**config.mk**
```make
export PLATFORM = sky130hd
export DESIGN_NAME = sfb_master
export DESIGN_NICKNAME = d
export VERILOG_FILES = /design/src/shared/sfb_pkg.sv /design/src/core/sfb_master.sv
export SDC_FILE = /design/constraint.sdc
export NUM_CORES = 1
export LEC_CHECK = 0
export BUFFER_PORTS_ARGS = -buffer_cell sky130_fd_sc_hd__buf_2
export CAP_MARGIN = 20
export CORE_UTILIZATION = 65
export CTS_BUF_LIST = sky130_fd_sc_hd__clkbuf_2
export CTS_CLUSTER_SIZE = 40
export DETAILED_ROUTE_END_ITERATION = 12
export PLACE_DENSITY = 0.95
export SLEW_MARGIN = 10
export SYNTH_ARGS = -nofsm -noshare
export SYNTH_HDL_FRONTEND = slang
export SYNTH_SLANG_ARGS = --single-unit
```
**constraint.sdc**
```tcl
create_clock -name clk_sys -period 3.19 [get_ports clk_sys]
set_input_delay 0.638 -clock clk_sys [delete_from_list [all_inputs] [get_ports clk_sys]]
set_output_delay 0.638 -clock clk_sys [all_outputs]
set_load 0.03 [all_outputs]
```
**src/shared/sfb_pkg.sv**
```systemverilog
// constants and types for the serial flash boot master
// assumes a 100 MHz system clock and one serial flash in mode 0
// Behaviour
// - fast read: opcode 0x0B, three address bytes, one dummy, then continuous data
// - page program: opcode 0x02, three address bytes, then streamed data bytes
// - status write: opcode 0x01 and exactly one status byte, never two
// - hold and write-protect pins of the flash are never driven
// - during reset the clock, data out and primary select are released
// - reset leaves the secondary select pin unchanged
// - when operational, flash is programmed on command from the control port
// - the two-wire control port supports 100 kHz operation
// - the flash port uses serial clock polarity and phase mode 0
// - at boot: write enable, poll status until latch set, write zero status
// - before program or erase: write enable, poll until latch set, then command
package sfb_pkg;
	localparam logic [7:0] SFB_OP_FAST_READ = 8'h0B;
	localparam logic [7:0] SFB_OP_PAGE_PROG = 8'h02;
	localparam logic [7:0] SFB_OP_STATUS_WR = 8'h01;
	localparam logic [7:0] SFB_OP_STATUS_RD = 8'h05;
	localparam logic [7:0] SFB_OP_WRITE_EN = 8'h06;
	localparam logic [7:0] SFB_OP_SECT_ERASE = 8'h20;
	localparam logic [7:0] SFB_OP_CHIP_ERASE = 8'hC7;
	localparam int SFB_LATCH_POS = 1;
	localparam logic [7:0] SFB_STATUS_CLEAR = 8'h00;
	// serial clock half period; 10 ns x 4 gives 12.5 MHz, inside 1.4..30.1 MHz
	localparam int SFB_CLK_NS = 10;
	localparam int SFB_HALF_NS = 40;
	localparam int SFB_HALF_CYC = (SFB_HALF_NS + SFB_CLK_NS - 1) / SFB_CLK_NS;
	localparam logic [1:0] SFB_CMD_READ = 2'h0;
	localparam logic [1:0] SFB_CMD_PROG = 2'h1;
	localparam logic [1:0] SFB_CMD_SERASE = 2'h2;
	localparam logic [1:0] SFB_CMD_CERASE = 2'h3;
	typedef enum logic [3:0] {
		SFB_BOOT = 4'b0000,
		SFB_IDLE = 4'b0001,
		SFB_WE_SENT = 4'b0010,
		SFB_POLL = 4'b0011,
		SFB_CHECK = 4'b0100,
		SFB_CLEAR_SENT = 4'b0101,
		SFB_MAIN = 4'b0110,
		SFB_STREAM = 4'b0111,
		SFB_DESEL = 4'b1000
	} sfb_state_t;
endpackage : sfb_pkg

```
**src/core/sfb_master.sv**
```systemverilog
// serial flash boot master: boot unprotect, fast read, program and erase
// assumes the command port is driven on clk_sys by the two-wire control logic
`timescale 1ns/100ps
module sfb_master
	import sfb_pkg::*;
(
	input wire logic clk_sys,
	input wire logic rst_b,
	input wire logic cmd_valid,
	output logic cmd_ready,
	input wire logic [1:0] cmd_kind,
	input wire logic [23:0] cmd_addr,
	input wire logic cmd_stop,
	input wire logic wr_valid,
	output logic wr_ready,
	input wire logic [7:0] wr_data,
	output logic rd_valid,
	output logic [7:0] rd_data,
	output logic boot_done,
	output logic busy,
	input wire logic flash_select_secondary_in,
	output logic flash_serial_clock,
	output logic flash_serial_clock_oe_b,
	output logic flash_serial_data_out,
	output logic flash_serial_data_out_oe_b,
	output logic flash_select_primary_b,
	output logic flash_select_primary_oe_b,
	output logic flash_select_secondary_b,
	input wire logic flash_serial_data_in
);

	// ****************************************
	// state
	// ****************************************
	sfb_state_t state_reg, state_next;
	logic [1:0] kind_reg, kind_next;
	logic [23:0] addr_reg, addr_next;
	logic [39:0] sh_reg, sh_next;
	logic [5:0] bits_reg, bits_next;
	logic [7:0] rx_reg, rx_next;
	logic [7:0] rd_reg, rd_next;
	logic rdv_reg, rdv_next;
	logic sck_reg, sck_next;
	logic cs_reg, cs_next;
	logic [2:0] div_reg, div_next;
	logic boot_reg, boot_next;
	logic sec_reg;
	logic din_s1_reg, din_s2_reg;

	// secondary select keeps its own level, untouched by reset
	always_ff @(posedge clk_sys)
	begin
		sec_reg <= flash_select_secondary_in;
	end

	always_ff @(posedge clk_sys or negedge rst_b)
	begin
		if (!rst_b)
		begin
			din_s1_reg <= 1'b0;
			din_s2_reg <= 1'b0;
		end
		else
		begin
			din_s1_reg <= flash_serial_data_in;
			din_s2_reg <= din_s1_reg;
		end
	end

	// ****************************************
	// sequencer
	// ****************************************
	// each frame of 1 to 5 bytes: load sh, set bits, drive select low
	logic tick;
	logic [7:0] rx_shift;
	always_comb
	begin
		state_next = state_reg;
		kind_next = kind_reg;
		addr_next = addr_reg;
		sh_next = sh_reg;
		bits_next = bits_reg;
		rx_next = rx_reg;
		rd_next = rd_reg;
		rdv_next = 1'b0;
		sck_next = sck_reg;
		cs_next = cs_reg;
		div_next = div_reg;
		boot_next = boot_reg;
		cmd_ready = 1'b0;
		wr_ready = 1'b0;
		tick = (div_reg == 3'(SFB_HALF_CYC - 1));
		rx_shift = {rx_reg[6:0], din_s2_reg};
		if (bits_reg != 6'd0)
		begin
			div_next = tick ? 3'd0 : div_reg + 3'd1;
			if (tick)
			begin
				if (!sck_reg)
				begin
					// mode 0: data sampled on rising edge
					sck_next = 1'b1;
					rx_next = rx_shift;
				end
				else
				begin
					// data changes on falling edge
					sck_next = 1'b0;
					sh_next = {sh_reg[38:0], 1'b0};
					bits_next = bits_reg - 6'd1;
				end
			end
		end
		else
		begin
			case (state_reg)
				SFB_BOOT:
				begin
					cs_next = 1'b0;
					sh_next = {SFB_OP_WRITE_EN, 32'h0000_0000};
					bits_next = 6'd8;
					state_next = SFB_WE_SENT;
				end
				SFB_WE_SENT:
				begin
					cs_next = 1'b1;
					state_next = SFB_DESEL;
				end
				SFB_DESEL:
				begin
					// status read: opcode, two unused slots, status in fourth
					cs_next = 1'b0;
					sh_next = {SFB_OP_STATUS_RD, 32'h0000_0000};
					bits_next = 6'd32;
					state_next = SFB_POLL;
				end
				SFB_POLL:
				begin
					cs_next = 1'b1;
					state_next = SFB_CHECK;
				end
				SFB_CHECK:
				begin
					if (!rx_reg[SFB_LATCH_POS])
					begin
						state_next = SFB_DESEL;
					end
					else if (!boot_reg)
					begin
						cs_next = 1'b0;
						// single status byte only, no expansion byte
						sh_next = {SFB_OP_STATUS_WR, SFB_STATUS_CLEAR, 24'h00_0000};
						bits_next = 6'd16;
						state_next = SFB_CLEAR_SENT;
					end
					else
					begin
						cs_next = 1'b0;
						bits_next = (kind_reg == SFB_CMD_CERASE) ? 6'd8 : 6'd32;
						case (kind_reg)
							SFB_CMD_PROG: sh_next = {SFB_OP_PAGE_PROG, addr_reg, 8'h00};
							SFB_CMD_SERASE: sh_next = {SFB_OP_SECT_ERASE, addr_reg, 8'h00};
							default: sh_next = {SFB_OP_CHIP_ERASE, 32'h0000_0000};
						endcase
						state_next = SFB_MAIN;
					end
				end
				SFB_CLEAR_SENT:
				begin
					cs_next = 1'b1;
					boot_next = 1'b1;
					state_next = SFB_IDLE;
				end
				SFB_IDLE:
				begin
					// ready on each idle clock, one command per finished flash frame; the 100 kHz control bus is far slower
					cmd_ready = 1'b1;
					if (cmd_valid)
					begin
						kind_next = cmd_kind;
						addr_next = cmd_addr;
						cs_next = 1'b0;
						if (cmd_kind == SFB_CMD_READ)
						begin
							sh_next = {SFB_OP_FAST_READ, cmd_addr, 8'h00};
							bits_next = 6'd40;
							state_next = SFB_MAIN;
						end
						else
						begin
							sh_next = {SFB_OP_WRITE_EN, 32'h0000_0000};
							bits_next = 6'd8;
							state_next = SFB_WE_SENT;
						end
					end
				end
				SFB_MAIN:
				begin
					if (kind_reg == SFB_CMD_READ || kind_reg == SFB_CMD_PROG)
					begin
						state_next = SFB_STREAM;
					end
					else
					begin
						cs_next = 1'b1;
						state_next = SFB_IDLE;
					end
				end
				SFB_STREAM:
				begin
					if (cmd_stop)
					begin
						cs_next = 1'b1;
						state_next = SFB_IDLE;
					end
					else if (kind_reg == SFB_CMD_READ)
					begin
						bits_next = 6'd8;
					end
					else
					begin
						wr_ready = 1'b1;
						if (wr_valid)
						begin
							sh_next = {wr_data, 32'h0000_0000};
							bits_next = 6'd8;
						end
					end
				end
				default:
				begin
					state_next = SFB_BOOT;
				end
			endcase
		end
		// read data byte completes on the last falling edge of each stream byte
		if (state_reg == SFB_STREAM && kind_reg == SFB_CMD_READ && bits_reg == 6'd1 && tick && sck_reg)
		begin
			rd_next = rx_reg;
			rdv_next = 1'b1;
		end
	end

	always_ff @(posedge clk_sys or negedge rst_b)
	begin
		if (!rst_b)
		begin
			state_reg <= SFB_BOOT;
			kind_reg <= 2'h0;
			addr_reg <= 24'h00_0000;
			sh_reg <= 40'h00_0000_0000;
			bits_reg <= 6'd0;
			rx_reg <= 8'h00;
			rd_reg <= 8'h00;
			rdv_reg <= 1'b0;
			sck_reg <= 1'b0;
			cs_reg <= 1'b1;
			div_reg <= 3'd0;
			boot_reg <= 1'b0;
		end
		else
		begin
			state_reg <= state_next;
			kind_reg <= kind_next;
			addr_reg <= addr_next;
			sh_reg <= sh_next;
			bits_reg <= bits_next;
			rx_reg <= rx_next;
			rd_reg <= rd_next;
			rdv_reg <= rdv_next;
			sck_reg <= sck_next;
			cs_reg <= cs_next;
			div_reg <= div_next;
			boot_reg <= boot_next;
		end
	end

	// ****************************************
	// pins
	// ****************************************
	// hold and write protect have no port at all
	assign flash_serial_clock = sck_reg;
	assign flash_serial_data_out = sh_reg[39];
	assign flash_select_primary_b = cs_reg;
	// enables low while driving; released while reset is held
	assign flash_serial_clock_oe_b = ~rst_b;
	assign flash_serial_data_out_oe_b = ~rst_b;
	assign flash_select_primary_oe_b = ~rst_b;
	assign flash_select_secondary_b = sec_reg;
	assign rd_valid = rdv_reg;
	assign rd_data = rd_reg;
	assign boot_done = boot_reg;
	assign busy = (state_reg != SFB_IDLE);
endmodule : sfb_master

```
* After elaboration in Yosys (flattened, before gate mapping)
Cells that the tools add are included.
Cells by class: bitwise logic cells 3, equality and inequality tests 26, mux-type cells 45, reduce and logical (&&, ||, !) cells 21, add/sub/neg operators 2
Operators with widths (count):
- $mux 40 | 9
- $pmux 40 s5 | 1
- $pmux 40 s2 | 1
- $mux 6 | 11
- $mux 36 | 1
- $pmux 4 s9 | 1
- $pmux 6 s5 | 1
- $reduce_bool 6->1 | 3
- $eq 4x3->1 const B | 4
- $ne 3x3->1 const B | 5
- $mux 1 | 12
- $mux 4 | 3
- $ne 2x2->1 const B | 6
- $mux 3 | 3
- $reduce_and 3->1 | 3
- $eq 4x2->1 const B | 2
- $reduce_and 8->1 | 1
- $reduce_and 7->1 | 1
- $eq 6x1->1 const B | 1
- $pmux 1 s6 | 1
- $reduce_and 6->1 | 1
- $sub 6x1->6 const B | 1
- $eq 2x2->1 const B | 2
- $eq 4x1->1 const B | 1
- 15 further kinds | 22
Word-level totals: output and inout bits 20, word-level logic and storage cells 112, input port bits 41, register bits after elaboration 102

* Depth between registers and ports, before layout
word-level depth 6, gate-level depth with buffers 8

* Worst setup path after synthesis
Ideal clock, no wire load.
path type register -> output, start reg bits_reg[5], end out wr_ready, path slack 0.902 ns, arrival time 1.650 ns, data required time 2.552 ns, stages on the path, launching flop included 5, cells stage by stage dfrtp_1 or4_1 buf_2 nor2_2 and3_1
On the way: longest elaborated chain between the ends 2
Ends and longest elaborated chain:
- start, declared | RTL line sfb_master.sv:39 | logic [5:0] bits_reg, bits_next;
- start signal, assigned | RTL line sfb_master.sv:267 | bits_reg <= bits_next;
- $reduce_bool 6->1 | RTL line sfb_master.sv:94 | if (bits_reg != 6'd0)
- $mux 1 | RTL line sfb_master.sv:94
- end, declared | RTL line sfb_master.sv:15 | output logic wr_ready,
No other way between the ends.

* Final worst setup path
Ends and elaborated chain as after synthesis.

==> results summary <==
The critical path goes through or4_1, nor2_4, and3_1, buf_2. The finished layout holds 586 standard cells, fillers aside. The clock input transition at the sequential cells of the worst setup and hold paths came out at around 250 ps. The category of the critical setup timing path is flip-flop to output port.

The die area is 7820 um^2. The worst pin sits at a relative slew slack of about half. The tree built by TritonCTS fans out to 94 sinks. The final period utilization came out at 94.7%. The filler cells instantiated in the layout total 504.

Counting instances, the worst hold path has a depth of 1. For the worst-skew pair, the clock arrives at the later sink with an insertion delay of 560 ps. The maximum net fanout on the critical path is 9.

The width of the chip came out at 88.5 um. After detailed routing, the number of remaining DRC violations is 0. Summed over all failing endpoints, the final setup total negative slack is 0 ps. The transition at the pin with the smallest max-transition slack is between 700 and 800 ps.

Entering global routing, the biggest net connects 62 pins. The min-delay analysis places its worst path in the category primary input to flip-flop. The number of warnings reported in the yosys synthesis log is 0. The placed wire-length estimate after detailed placement came out at between 6000 and 7000 um. 0 antenna diodes ended up in the layout. The peak ir drop on the vdd network is 242 uV. The vias after detailed routing came out at 3,561. The delay of the slowest cell on the worst path is 700 ps. Together, buffers and inverters on the worst path number 1.

The synthesized flop and latch total is 94. The power per standard cell area is 358 nW/um^2. The number of maximum-capacitance constraint violations is 0. The endpoint of the worst hold-timing path is flash_select_secondary_b$_DFF_P_. The average footprint of a synthesized cell is 11.3 um^2. The final hold violation count is 0.

The total routing usage reported by global routing is 27.3%. The total wirelength of the detailed-routed design came out at 9890 um. For this run, asynchronously set or reset flops after synthesis account for 98.9%. The fraction of layout instances using a drive strength above 1 is 35.5%. STA classifies the critical path endpoint as an output port. TritonCTS built the clock tree. The required time at the endpoint of the critical path is 2550 ps. The kind of cell with the highest combined delay along the critical path is simple AND/OR/NAND/NOR gates. STA classifies the critical path startpoint as a flip-flop. The number of buffers added on ports is 60. The first detailed-routing pass ran for 5 iterations. The count of flip-flops with a built-in enable after synthesis came out at 0.

The clock tree skew after final layout is 27.4 ps. Setup repair after global routing left no endpoint under its margin. The worst path arrival time came out at 2380 ps.

The clock root buffer is sky130_fd_sc_hd__clkbuf_2. The number of global-route vias before repair came out at 3,347. The final setup violation count came out at 0. In the final routed layout, each cell accounts on average for 16.9 um. The static power due to leakage is 2.49 nW. The worst hold path begins at flash_select_secondary_in. Dividing the detail-routed via count by the number of cells gives 6.08. The final weighted congestion in routability-driven placement is 0.872. The number of placed instances with taps included came out at roughly 570.

The final critical-path required period is ~3000 ps. The flow ran to the end, and the final reports show no timing, DRC or antenna violations. The count of nets left with antenna violations after detail routing is 0. After synthesis, flip-flops and latches occupy 48.3% of the total area. The number of top-level design ports came out at a little over 60. The core region area came out at 7250 um^2. The number of design-rule violations left by the first detailed-router iteration came out at ~280.

After global routing the overflow that remains totals 0. On the final layout, the worst hold slack is 171 ps. The cell count after synthesis is between 400 and 500. The main flop type after synthesis is sky130_fd_sc_hd__dfrtp_1.

The slowest stage of the critical path belongs to the cell sky130_fd_sc_hd__or4_1. The maximum clock path buffer count came out at 2. The starting utilization of the core area came out at 67.0%.

The register with the most flip-flops in the layout has 32 of them. The number of antenna violations at the first check in global routing is 0. The post-synthesis instance area is about 4900 um^2. The cell row count came out at 31. The global-route wire length before repair is 16,100 um. The net count after synthesis is between 400 and 500. The placed instances occupy a cell area of 5220 um^2.

The number of cells on the worst reg-to-reg path is 6. The critical path depth in cells is 4. The endpoint identified for the worst register-to-register timing path is sh_reg[13]$_DFFE_PN0P_. The post-layout net count is 533. The final-report max-slew violation count came out at 0. Static timing analysis puts the maximum clock frequency at 331 MHz. The signed area change from the synthesized netlist to the final layout is 10.5%. The post-route cell area is 5370 um^2. The launching point of the worst reg2reg path is state_reg[3]$_DFFE_PN0P_. The register-to-register setup slack is 500 ps. From bottom edge to top edge, the die measures 88.5 um. The total clock buffers created by CTS came out at 9. The number of distinct library cells after synthesis is 57. The number of H-tree levels is 3.
==> worst register-to-register path, cell delays in order (launching register included) <==
cell and delay, ps:
sky130_fd_sc_hd__dfrtp_1 570, sky130_fd_sc_hd__or2_2 380, sky130_fd_sc_hd__a221oi_1 470, sky130_fd_sc_hd__o21ai_2 120, sky130_fd_sc_hd__o21ai_4 410, sky130_fd_sc_hd__buf_4 340, sky130_fd_sc_hd__mux2_4 330
==> per-layer routing <==
layer  share of wire, %  GRT usage, %
met5                  0             0
met4                2.7          14.2
met3                4.1          4.01
met2                 49          42.0
met1                 44          37.8
==> cell usage after synthesis (all sizes together), types with 2 or more instances <==
cell type  instances  area [um^2]
a22oi             25          188
clkbuf            11         41.3
nand3              6         30.0
a21boi             2         15.0
mux2              75          950
a211oi             4         30.0
or4                2         15.0
nand2             44          168
dfrtp             92         2300
a31o               2         17.5
a21oi              9         45.0
mux2i              2         20.0
nor4               3         33.8
o21ai             46          249
nor2b              2         12.5
inv               12         45.0
and3               3         18.8
nor3               8         61.3
o211ai             3         22.5
and2               2         12.5
o22ai              4         25.0
a31oi              4         25.0
ha                 8          100
nor2              15         61.3
buf               15          103
nand2b             8         50.1
nand3b             3         22.5
or4b               3         30.0
==> logic make-up after synthesis <==
logic type,Yosys count,synth area share [%]
adder cells (fa/ha/maj),8,2.06
AO/OA/AOI/OAI,109,14.5
buffers and inverters,38,3.89
AND/OR/NAND/NOR,103,11.2
multiplexers,77,20.0
flip-flops,94,48.3
==> worst max path at each step <==
stage / from / end / slack (ps)
final: bits_reg[5]$_DFFE_PN0P_ / wr_ready / 170
after global routing: bits_reg[5]$_DFFE_PN0P_ / wr_ready / 70
after CTS: bits_reg[5]$_DFFE_PN0P_ / wr_ready / 40
after detailed placement: state_reg[3]$_DFFE_PN0P_ / sh_reg[8]$_DFFE_PN0P_ / 560
after global placement: state_reg[3]$_DFFE_PN0P_ / sh_reg[27]$_DFFE_PN0P_ / 680
after floorplan: bits_reg[5]$_DFFE_PN0P_ / wr_ready / 900
==> stage by stage <==
stage	util (%)	power, mW	setup slack (ps)
6_report	74.0	1.92	169
5_1_grt	74.0	1.99	65.5
3_5_place_dp	72.0	1.30	555
3_3_place_gp	72.0	1.29	676
2_1_floorplan	-	1.24	902
4_1_cts	73.9	1.94	42.9
==> cell usage in the layout (no fill, tap or decap), types with 3 or more instances in the layout <==
cell and instances:
sky130_fd_sc_hd__a211oi_1 4, sky130_fd_sc_hd__a21oi_1 9, sky130_fd_sc_hd__a22oi_1 25, sky130_fd_sc_hd__a31oi_1 4
sky130_fd_sc_hd__and3_1 3, sky130_fd_sc_hd__buf_2 59, sky130_fd_sc_hd__buf_4 9, sky130_fd_sc_hd__clkbuf_2 9
sky130_fd_sc_hd__dfrtp_1 92, sky130_fd_sc_hd__ha_1 8, sky130_fd_sc_hd__inv_1 12, sky130_fd_sc_hd__mux2_2 47
sky130_fd_sc_hd__mux2_4 28, sky130_fd_sc_hd__nand2_1 43, sky130_fd_sc_hd__nand2b_1 8, sky130_fd_sc_hd__nand3_1 6
sky130_fd_sc_hd__nand3b_1 3, sky130_fd_sc_hd__nor2_1 13, sky130_fd_sc_hd__nor3_1 5, sky130_fd_sc_hd__o211ai_1 3
sky130_fd_sc_hd__o21ai_0 41, sky130_fd_sc_hd__o22ai_1 4
==> cell type report <==
cell class / count / area [um^2] / area share [%]
tap: 99 / 124 / 2.31
multi-input combinational: 297 / 2330 / 43.3
clock inverter: 5 / 85.1 / 1.59
clock buffer: 9 / 45.0 / 0.839
inverter: 12 / 45.0 / 0.839
sequential: 94 / 2350 / 43.8
timing repair buffer: 70 / 393 / 7.32
==> report_power, final <==
part / internal, mW / switching (mW) / total [mW]
clock network: 0.255 / 0.391 / 0.646
logic: 0.0261 / 0.0453 / 0.0713
registers: 1.20 / 0.00474 / 1.20
==> timing repair <==
item	CTS	global route
gates resized for setup	0	1
buffers inserted	0	0
setup endpoints to repair	0	1
hold buffers	1	0
hold endpoints to repair	31	0
No activity file was read; power rests on OpenSTA's default activity.
